**src/common/osp_pkg.sv**
```systemverilog
// Constants, register map and field layout of the pin-option block.
// Assumes a 10 MHz core clock and an AXI4-Lite master with 12-bit addresses.
package osp_pkg;

   ////////////////////////////////////////////////////////////////////////////
   // Bus widths and answers
   localparam int unsigned OSP_ADDR_W = 12;
   localparam int unsigned OSP_DATA_W = 32;
   localparam logic [1:0]  OSP_RESP_OKAY   = 2'h0;
   localparam logic [1:0]  OSP_RESP_SLVERR = 2'h2;

   ////////////////////////////////////////////////////////////////////////////
   // Register indexes; byte address is four times the index
   localparam logic [9:0]  OSP_IDX_PIN_OPTION = 10'h09E;
   localparam logic [9:0]  OSP_IDX_IRQ_STATUS = 10'h0A0;
   localparam logic [9:0]  OSP_IDX_IRQ_MASK   = 10'h0A1;
   localparam logic [9:0]  OSP_IDX_MODE       = 10'h0A2;
   localparam logic [11:0] OSP_ADDR_PIN_OPTION = {OSP_IDX_PIN_OPTION, 2'h0};
   localparam logic [11:0] OSP_ADDR_IRQ_STATUS = {OSP_IDX_IRQ_STATUS, 2'h0};
   localparam logic [11:0] OSP_ADDR_IRQ_MASK   = {OSP_IDX_IRQ_MASK, 2'h0};
   localparam logic [11:0] OSP_ADDR_MODE       = {OSP_IDX_MODE, 2'h0};

   ////////////////////////////////////////////////////////////////////////////
   // Pin-option, interrupt and mode field positions
   localparam int unsigned OSP_BIT_PIN_A      = 0;
   localparam int unsigned OSP_BIT_PIN_B      = 1;
   localparam int unsigned OSP_BIT_CLK_OUT_EN = 2;
   localparam int unsigned OSP_BIT_SMBUS      = 3;
   localparam int unsigned OSP_BIT_PAIR_SEL   = 4;
   localparam int unsigned OSP_BIT_GND_A      = 5;
   localparam int unsigned OSP_BIT_GND_B      = 6;
   localparam int unsigned OSP_BIT_HOLD_EN    = 7;
   localparam int unsigned OSP_BIT_IRQ_PUSHBUTTON_INPUT   = 0;
   localparam int unsigned OSP_BIT_MODE_INT   = 0;

   ////////////////////////////////////////////////////////////////////////////
   // Reset values and counts
   localparam logic [7:0] OSP_PIN_OPTION_RESET = 8'h00;
   localparam logic       OSP_FUSE_INTERNAL    = 1'h1;
   localparam logic       OSP_MODE_RESET       = 1'h1;
   localparam logic [1:0] OSP_FUSE_CAPTURE_CNT = 2'h3;
   localparam int unsigned OSP_RC_FREQ_MHZ     = 4;
   localparam int unsigned OSP_RC_DIVIDE       = 4;
   localparam int unsigned OSP_MCLK_FREQ_MHZ   = 10;

   ////////////////////////////////////////////////////////////////////////////
   // Pin-option register layout
   typedef struct packed {
      logic i2c_clock_hold_enable;
      logic serial_pair_b_ground_sel;
      logic serial_pair_a_ground_sel;
      logic i2c_pin_pair_select;
      logic smbus_threshold;
      logic rc_clock_out_enable;
      logic xtal_pin_b;
      logic pushbutton_input;
   } osp_pin_option_type;

endpackage : osp_pkg

```
**src/hw/osp_pin_option.sv**
```systemverilog
// Oscillator select and pin-option register with an AXI4-Lite slave.
// Assumes fuse and oscillator pin levels arrive asynchronously to mclk_in.
//
// Summary of operation
// - Fuse bit 0 picks crystal mode at 0, internal oscillator at 1.
// - Internal mode runs the on-chip 4 MHz oscillator, no external parts.
// - Internal mode: pin a is pulled-up input, read at bit 0, writes ignored.
// - Internal mode: pin a can raise an interrupt when enabled.
// - Internal mode: pin b driven from bit 1; bit 1 reads latch.
// - Bit 2 set puts core clock mclk_in divided by four on pin b.
// - Bits 0 to 2 control pins only in internal mode.
// - Bit 7 set holds I2C clock low while receive buffer full.
// - Bit 6 selects analog pin 5 or ground for port D pins 1:0.
// - Bit 5 selects analog pin 1 or ground for port C pins 7:6.
// - Bit 4 routes I2C to port D 1:0 at 1, port C 7:6 at 0.
// - Bit 3 picks SMBus thresholds at 1, Schmitt thresholds at 0.
//
// The implementer's own choice: the AXI4-Lite slave port.
module osp_pin_option
   import osp_pkg::*;
(
   // Clock and reset
   input  wire logic                  mclk_in,
   input  wire logic                  rst_n_in,
   // AXI4-Lite write address
   input  wire logic [OSP_ADDR_W-1:0] s_axi_awaddr_in,
   input  wire logic                  s_axi_awvalid_in,
   output logic                       s_axi_awready_out,
   // AXI4-Lite write data
   input  wire logic [OSP_DATA_W-1:0] s_axi_wdata_in,
   input  wire logic [3:0]            s_axi_wstrb_in,
   input  wire logic                  s_axi_wvalid_in,
   output logic                       s_axi_wready_out,
   // AXI4-Lite write response
   output logic [1:0]                 s_axi_bresp_out,
   output logic                       s_axi_bvalid_out,
   input  wire logic                  s_axi_bready_in,
   // AXI4-Lite read
   input  wire logic [OSP_ADDR_W-1:0] s_axi_araddr_in,
   input  wire logic                  s_axi_arvalid_in,
   output logic                       s_axi_arready_out,
   output logic [OSP_DATA_W-1:0]      s_axi_rdata_out,
   output logic [1:0]                 s_axi_rresp_out,
   output logic                       s_axi_rvalid_out,
   input  wire logic                  s_axi_rready_in,
   // Configuration fuse
   input  wire logic                  osc_fuse_in,
   // Oscillator pins
   input  wire logic                  xtal_pin_a_in,
   output logic                       xtal_pin_a_pullup_en_out,
   output logic                       xtal_pin_b_out,
   output logic                       xtal_pin_b_oe_n_out,
   output logic                       internal_osc_en_out,
   // Serial port controls
   input  wire logic                  i2c_rx_full_in,
   output logic                       i2c_clock_hold_out,
   output logic                       serial_pair_b_ground_sel_out,
   output logic                       serial_pair_a_ground_sel_out,
   output logic                       i2c_pin_pair_select_out,
   output logic                       smbus_threshold_out,
   // Interrupt
   output logic                       irq_out
);

   ////////////////////////////////////////////////////////////////////////////
   // Declarations
   logic                  aw_held_reg, aw_held_next;
   logic [OSP_ADDR_W-1:0] aw_addr_reg, aw_addr_next;
   logic                  w_held_reg, w_held_next;
   logic [7:0]            w_data_reg, w_data_next;
   logic                  w_lane_reg, w_lane_next;
   logic                  bvalid_reg, bvalid_next;
   logic [1:0]            bresp_reg, bresp_next;
   logic                  rvalid_reg, rvalid_next;
   logic [1:0]            rresp_reg, rresp_next;
   logic [7:0]            rdata_reg, rdata_next;
   logic                  wr_fire;
   logic                  ar_fire;
   logic                  wr_hit;
   logic                  rd_hit;
   logic [7:0]            rd_mux;

   logic                  pin_a_s1_reg, pin_a_s2_reg, pin_a_prev_reg;
   logic                  fuse_s1_reg, fuse_s2_reg;
   logic [1:0]            cap_cnt_reg, cap_cnt_next;
   logic                  mode_int_reg, mode_int_next;
   osp_pin_option_type    opt_reg, opt_next;
   logic                  irq_stat_reg, irq_stat_next;
   logic                  irq_mask_reg, irq_mask_next;
   logic                  irq_reg, irq_next;
   logic [1:0]            div_cnt_reg, div_cnt_next;
   logic                  pin_b_reg, pin_b_next;
   logic                  oe_n_reg, oe_n_next;
   logic                  hold_reg, hold_next;
   logic                  pushbutton_input_event;

   ////////////////////////////////////////////////////////////////////////////
   // Bus handshake
   assign s_axi_awready_out = !aw_held_reg && !bvalid_reg;
   assign s_axi_wready_out  = !w_held_reg && !bvalid_reg;
   assign s_axi_arready_out = !rvalid_reg;
   assign s_axi_bvalid_out  = bvalid_reg;
   assign s_axi_bresp_out   = bresp_reg;
   assign s_axi_rvalid_out  = rvalid_reg;
   assign s_axi_rresp_out   = rresp_reg;
   assign s_axi_rdata_out   = {24'h000000, rdata_reg};

   assign wr_fire = aw_held_reg && w_held_reg && !bvalid_reg;
   assign ar_fire = s_axi_arvalid_in && !rvalid_reg;

   always_comb begin
      wr_hit = (aw_addr_reg == OSP_ADDR_PIN_OPTION) || (aw_addr_reg == OSP_ADDR_IRQ_STATUS)
            || (aw_addr_reg == OSP_ADDR_IRQ_MASK) || (aw_addr_reg == OSP_ADDR_MODE);
      rd_hit = 1'b1;
      rd_mux = 8'h00;
      case (s_axi_araddr_in)
         OSP_ADDR_PIN_OPTION: begin
            rd_mux = opt_reg;
            rd_mux[OSP_BIT_PIN_A] = mode_int_reg && pin_a_s2_reg;
         end
         OSP_ADDR_IRQ_STATUS: rd_mux[OSP_BIT_IRQ_PUSHBUTTON_INPUT] = irq_stat_reg;
         OSP_ADDR_IRQ_MASK:   rd_mux[OSP_BIT_IRQ_PUSHBUTTON_INPUT] = irq_mask_reg;
         OSP_ADDR_MODE:       rd_mux[OSP_BIT_MODE_INT] = mode_int_reg;
         default:             rd_hit = 1'b0;
      endcase
   end

   always_comb begin
      aw_held_next = aw_held_reg;
      aw_addr_next = aw_addr_reg;
      w_held_next  = w_held_reg;
      w_data_next  = w_data_reg;
      w_lane_next  = w_lane_reg;
      bvalid_next  = bvalid_reg;
      bresp_next   = bresp_reg;
      rvalid_next  = rvalid_reg;
      rresp_next   = rresp_reg;
      rdata_next   = rdata_reg;
      if (s_axi_awvalid_in && s_axi_awready_out) begin
         aw_held_next = 1'b1;
         aw_addr_next = {s_axi_awaddr_in[OSP_ADDR_W-1:2], 2'h0};
      end
      if (s_axi_wvalid_in && s_axi_wready_out) begin
         w_held_next = 1'b1;
         w_data_next = s_axi_wdata_in[7:0];
         w_lane_next = s_axi_wstrb_in[0];
      end
      if (wr_fire) begin
         aw_held_next = 1'b0;
         w_held_next  = 1'b0;
         bvalid_next  = 1'b1;
         bresp_next   = wr_hit ? OSP_RESP_OKAY : OSP_RESP_SLVERR;
      end else if (bvalid_reg && s_axi_bready_in) begin
         bvalid_next = 1'b0;
      end
      if (ar_fire) begin
         rvalid_next = 1'b1;
         rresp_next  = rd_hit ? OSP_RESP_OKAY : OSP_RESP_SLVERR;
         rdata_next  = rd_mux;
      end else if (rvalid_reg && s_axi_rready_in) begin
         rvalid_next = 1'b0;
      end
   end

   always_ff @(posedge mclk_in or negedge rst_n_in) begin
      if (!rst_n_in) begin
         aw_held_reg <= 1'b0;
         aw_addr_reg <= 12'h000;
         w_held_reg  <= 1'b0;
         w_data_reg  <= 8'h00;
         w_lane_reg  <= 1'b0;
         bvalid_reg  <= 1'b0;
         bresp_reg   <= OSP_RESP_OKAY;
         rvalid_reg  <= 1'b0;
         rresp_reg   <= OSP_RESP_OKAY;
         rdata_reg   <= 8'h00;
      end else begin
         aw_held_reg <= aw_held_next;
         aw_addr_reg <= aw_addr_next;
         w_held_reg  <= w_held_next;
         w_data_reg  <= w_data_next;
         w_lane_reg  <= w_lane_next;
         bvalid_reg  <= bvalid_next;
         bresp_reg   <= bresp_next;
         rvalid_reg  <= rvalid_next;
         rresp_reg   <= rresp_next;
         rdata_reg   <= rdata_next;
      end
   end

   ////////////////////////////////////////////////////////////////////////////
   // Pin and fuse synchronisers
   always_ff @(posedge mclk_in or negedge rst_n_in) begin
      if (!rst_n_in) begin
         pin_a_s1_reg   <= 1'b1;
         pin_a_s2_reg   <= 1'b1;
         pin_a_prev_reg <= 1'b1;
         fuse_s1_reg    <= OSP_FUSE_INTERNAL;
         fuse_s2_reg    <= OSP_FUSE_INTERNAL;
      end else begin
         pin_a_s1_reg   <= xtal_pin_a_in;
         pin_a_s2_reg   <= pin_a_s1_reg;
         pin_a_prev_reg <= pin_a_s2_reg;
         fuse_s1_reg    <= osc_fuse_in;
         fuse_s2_reg    <= fuse_s1_reg;
      end
   end

   // Falling edge of the pulled-up input, internal mode only
   assign pushbutton_input_event = mode_int_reg && pin_a_prev_reg && !pin_a_s2_reg;

   ////////////////////////////////////////////////////////////////////////////
   // Core state
   always_comb begin
      cap_cnt_next  = cap_cnt_reg;
      mode_int_next = mode_int_reg;
      opt_next      = opt_reg;
      irq_stat_next = irq_stat_reg;
      irq_mask_next = irq_mask_reg;
      // Fuse caught once after reset release
      if (cap_cnt_reg != OSP_FUSE_CAPTURE_CNT) begin
         cap_cnt_next = cap_cnt_reg + 2'h1;
         if (cap_cnt_next == OSP_FUSE_CAPTURE_CNT) begin
            mode_int_next = (fuse_s2_reg == OSP_FUSE_INTERNAL);
         end
      end
      if (wr_fire && w_lane_reg) begin
         case (aw_addr_reg)
            OSP_ADDR_PIN_OPTION: begin
               opt_next = w_data_reg;
               opt_next.pushbutton_input = 1'b0;
            end
            OSP_ADDR_IRQ_STATUS: begin
               if (w_data_reg[OSP_BIT_IRQ_PUSHBUTTON_INPUT]) begin
                  irq_stat_next = 1'b0;
               end
            end
            OSP_ADDR_IRQ_MASK: irq_mask_next = w_data_reg[OSP_BIT_IRQ_PUSHBUTTON_INPUT];
            default: ;
         endcase
      end
      // Set wins over a same-cycle clear
      if (pushbutton_input_event) begin
         irq_stat_next = 1'b1;
      end
      irq_next = irq_stat_next && irq_mask_next;
      div_cnt_next = div_cnt_reg + 2'h1;
      hold_next = opt_reg.i2c_clock_hold_enable && i2c_rx_full_in;
      // Pin b owned by the oscillator in crystal mode
      oe_n_next  = !mode_int_reg;
      pin_b_next = 1'b0;
      if (mode_int_reg) begin
         if (opt_reg.rc_clock_out_enable) begin
            pin_b_next = div_cnt_reg[1];
         end else begin
            pin_b_next = opt_reg.xtal_pin_b;
         end
      end
   end

   always_ff @(posedge mclk_in or negedge rst_n_in) begin
      if (!rst_n_in) begin
         cap_cnt_reg  <= 2'h0;
         mode_int_reg <= OSP_MODE_RESET;
         opt_reg      <= OSP_PIN_OPTION_RESET;
         irq_stat_reg <= 1'b0;
         irq_mask_reg <= 1'b0;
         irq_reg      <= 1'b0;
         div_cnt_reg  <= 2'h0;
         pin_b_reg    <= 1'b0;
         oe_n_reg     <= 1'b1;
         hold_reg     <= 1'b0;
      end else begin
         cap_cnt_reg  <= cap_cnt_next;
         mode_int_reg <= mode_int_next;
         opt_reg      <= opt_next;
         irq_stat_reg <= irq_stat_next;
         irq_mask_reg <= irq_mask_next;
         irq_reg      <= irq_next;
         div_cnt_reg  <= div_cnt_next;
         pin_b_reg    <= pin_b_next;
         oe_n_reg     <= oe_n_next;
         hold_reg     <= hold_next;
      end
   end

   ////////////////////////////////////////////////////////////////////////////
   // Outputs
   assign internal_osc_en_out          = mode_int_reg;
   assign xtal_pin_a_pullup_en_out     = mode_int_reg;
   assign xtal_pin_b_out               = pin_b_reg;
   assign xtal_pin_b_oe_n_out          = oe_n_reg;
   assign i2c_clock_hold_out           = hold_reg;
   assign serial_pair_b_ground_sel_out = opt_reg.serial_pair_b_ground_sel;
   assign serial_pair_a_ground_sel_out = opt_reg.serial_pair_a_ground_sel;
   assign i2c_pin_pair_select_out      = opt_reg.i2c_pin_pair_select;
   assign smbus_threshold_out          = opt_reg.smbus_threshold;
   assign irq_out                      = irq_reg;

endmodule : osp_pin_option

```
**config.mk**
```make
export PLATFORM = sky130hd
export DESIGN_NAME = osp_pin_option
export DESIGN_NICKNAME = d
export VERILOG_FILES = /design/src/common/osp_pkg.sv /design/src/hw/osp_pin_option.sv
export SDC_FILE = /design/constraint.sdc
export NUM_CORES = 1
export LEC_CHECK = 0
export BUFFER_PORTS_ARGS = -buffer_cell sky130_fd_sc_hd__buf_4
export CORE_MARGIN = 4
export CORE_UTILIZATION = 40
export DETAILED_ROUTE_END_ITERATION = 6
export PLACE_DENSITY = 0.71
export SETUP_SLACK_MARGIN = 0.02
export SLEW_MARGIN = 0
export SYNTH_ARGS = -nofsm -noshare
export SYNTH_HDL_FRONTEND = slang
export SYNTH_SLANG_ARGS = --single-unit
```
**constraint.sdc**
```tcl
create_clock -name mclk_in -period 3.23 [get_ports mclk_in]
set_clock_uncertainty 0.15 [all_clocks]
set_input_delay 0.646 -clock mclk_in [delete_from_list [all_inputs] [get_ports mclk_in]]
set_output_delay 0.646 -clock mclk_in [all_outputs]
set_load 0.005 [all_outputs]
```
==> metrics.txt <==
status=finished, final reports clean; Slew HR=55.0%; std cell rows=28; PortBufs=65; vias in the first global route=1549; Final Routed Wirelength=4480 um; Die Span Y=85.8 um; CP Launch Point=s_axi_araddr_in[0]; highest routed layer=met4; GR Overflow Total=0; postcts setup bufs=0; VDD IR max=0.328 mV; slew at the pin closest to its max-slew limit=0.675 ns; largest net degree at the start of global routing=57; Final min period=2.34 ns; worst hold margin=0.211 ns; Startpoint Class=input port; Routed Antenna Nets=0; predominant post-synthesis flop cell=dfrtp_1; Hold Vio Cnt, Final=0; Netlist cell types=38; crit path max fanout=7; metal3 WL=289 um; post-synth top area cell=dfrtp_1; initial antenna violation count=0; met1 WL=1820 um; WL/cell=13.7 um; clk_lat worst skew=0.31 ns; Max stage delay on crit path=0.52 ns; Worst Hold Class=reg2reg; max reg flops=10; Clock Sink Count=56; CTS buffer count=5; Detailed Place HPWL=3410 um; Layout Nets=322; top cells by area, synth=dfrtp_1 51%, mux2_2 13%, buf_4 8.4%; FF-to-FF path depth=4; H-Tree Depth=2; critical path type=in2reg; TNS Setup=0 ns; Post-CTS Resized=0; cell chain of the critical path=buf_4 -> or4b_1 -> or4_4 -> nor4b_4 -> a22o_1; commonest non-fill, non-tap cell in the layout=buf_4; crit end category=register; asr flop ratio synth=100%; CP required=3.32 ns; Cell Area, Synth=0.00242 mm^2; Syn Area/Cell=13.1 um^2; Max Freq=0.427 GHz; hold_buf cts=0; synth-to-layout area growth=23.3%; flop-to-flop setup slack=0.96 ns; # setup viols final=0; Antenna Cells=0; number of flops mapped to enable cells by yosys=0; core footprint=0.00589 mm^2; Die X=85.8 um; register area share after synthesis=58.2%; DRT Pass-1 Iters=4; CTS Buffer Depth=2; share of cells above drive strength 1=44.6%; DR iter-0 viols=74; post-synthesis cell count=185; R2R Path Start=aw_addr_reg[5]; Max Slew Vio Count=0; Reg-to-Reg End=irq_out; #FFs+latches synth=56; Pleak=1.45 nW; # DRC=0; DR WL met2=2280 um; area share of the largest cell type after synthesis=50.6%; Clk Tree Root Cell=clkbuf_8; final core utilization=50.8%; Die Area=0.00737 mm^2; Initial Util=41.2%; Arrival @ worst endpoint=2.43 ns; unrepaired setup endpoints after global routing=false; Final Cell Area=0.00299 mm^2; Final Cycle Share=72.5%; P per Cell Area=603 mW/mm^2; max cap viols=0; via-per-instance ratio=4.65; most frequent cells in the layout=65 x buf_4, 49 x dfrtp_1, 28 x mux2_2, 26 x conb_1, 8 x a22o_1; first-pass GRT wire length=7330 um; Ports=121; RD Place Congestion=0.687; synth warn=0; critical path's slowest cell=or4_4; CTS tree=yes; GRT Total Usage=12.8%; Tot Pwr=0.00180 W; Clk pin slew, worst setup/hold paths=0.09 ns; routed vias=1515; Placement Cell Area=0.00288 mm^2; Worst Setup EP=rdata_reg[3]
## kinds of logic after synthesis
logic type | after synthesis | synth area share, %
and+or+nand+nor | 32 | 9.40
DFF | 56 | 58.2
muxes | 29 | 13.4
other | 1 | 0.155
buffers and inverters | 39 | 10.2
AOI/OAI and AO/OA | 24 | 6.82
adders and majority gates | 2 | 1.03
xor gates and xnor gates | 2 | 0.723
## worst max-delay path, delay by kind of cell
kind	cells	cell delay [ns]
AOI/OAI and AO/OA	1	0.20
and+or+nand+nor	3	1.48
buffers and inverters	1	0.10
## synthesized netlist by cell type, drive strengths merged, types with 2 or more instances
cell / count
buf: 27
dfstp: 7
ha: 2
dfrtp: 49
inv: 7
nand3: 2
mux2: 28
nand2: 3
nor4b: 3
nor2: 6
clkbuf: 5
a21oi: 5
a22o: 8
and2: 3
nand2b: 2
o21ai: 5
or4b: 4
## where the power goes
group / total (W) / leakage [nW] / internal (W) / switching [W]
clock: 0.000450 / 0.0541 / 0.000230 / 0.000220
sequential: 0.000964 / 0.678 / 0.000857 / 0.000106
combinational: 0.000387 / 0.715 / 0.000236 / 0.000151
## layout make-up
cell class	instances	area, um^2
fill	544	2900
sequential	56	1410
multi-input combinational	115	858
timing repair buffer	65	488
tap	75	93.8
clock buffer	5	68.8
clock inverter	3	42.5
inverter	7	26.3
## stage by stage
stage               cells  setup WS [ns]
floorplan             210          0.850
global placement      318          0.568
detailed placement    318          0.571
CTS                   326          0.900
global route          326          0.808
finish                326          0.888
## worst min path at each step
stage / to / slack (ns) / cells past startpoint / start
final: fuse_s2_reg / 0.21 / 0 / fuse_s1_reg
after global routing: fuse_s2_reg / 0.21 / 0 / fuse_s1_reg
after CTS: fuse_s2_reg / 0.21 / 0 / fuse_s1_reg
after detailed placement: fuse_s2_reg / 0.20 / 0 / fuse_s1_reg
after global placement: fuse_s2_reg / 0.20 / 0 / fuse_s1_reg
after floorplan: aw_addr_reg[10] / 0.20 / 0 / rst_n_in
## metal layers
metal  global-route usage [%]  vias to the layer above
met5                        0                        -
met4                     6.04                        0
met3                     3.55                        9
met2                     20.6                       52
met1                     15.9                      730
li1                         -                      724
Power figures use the tool's default switching activity.
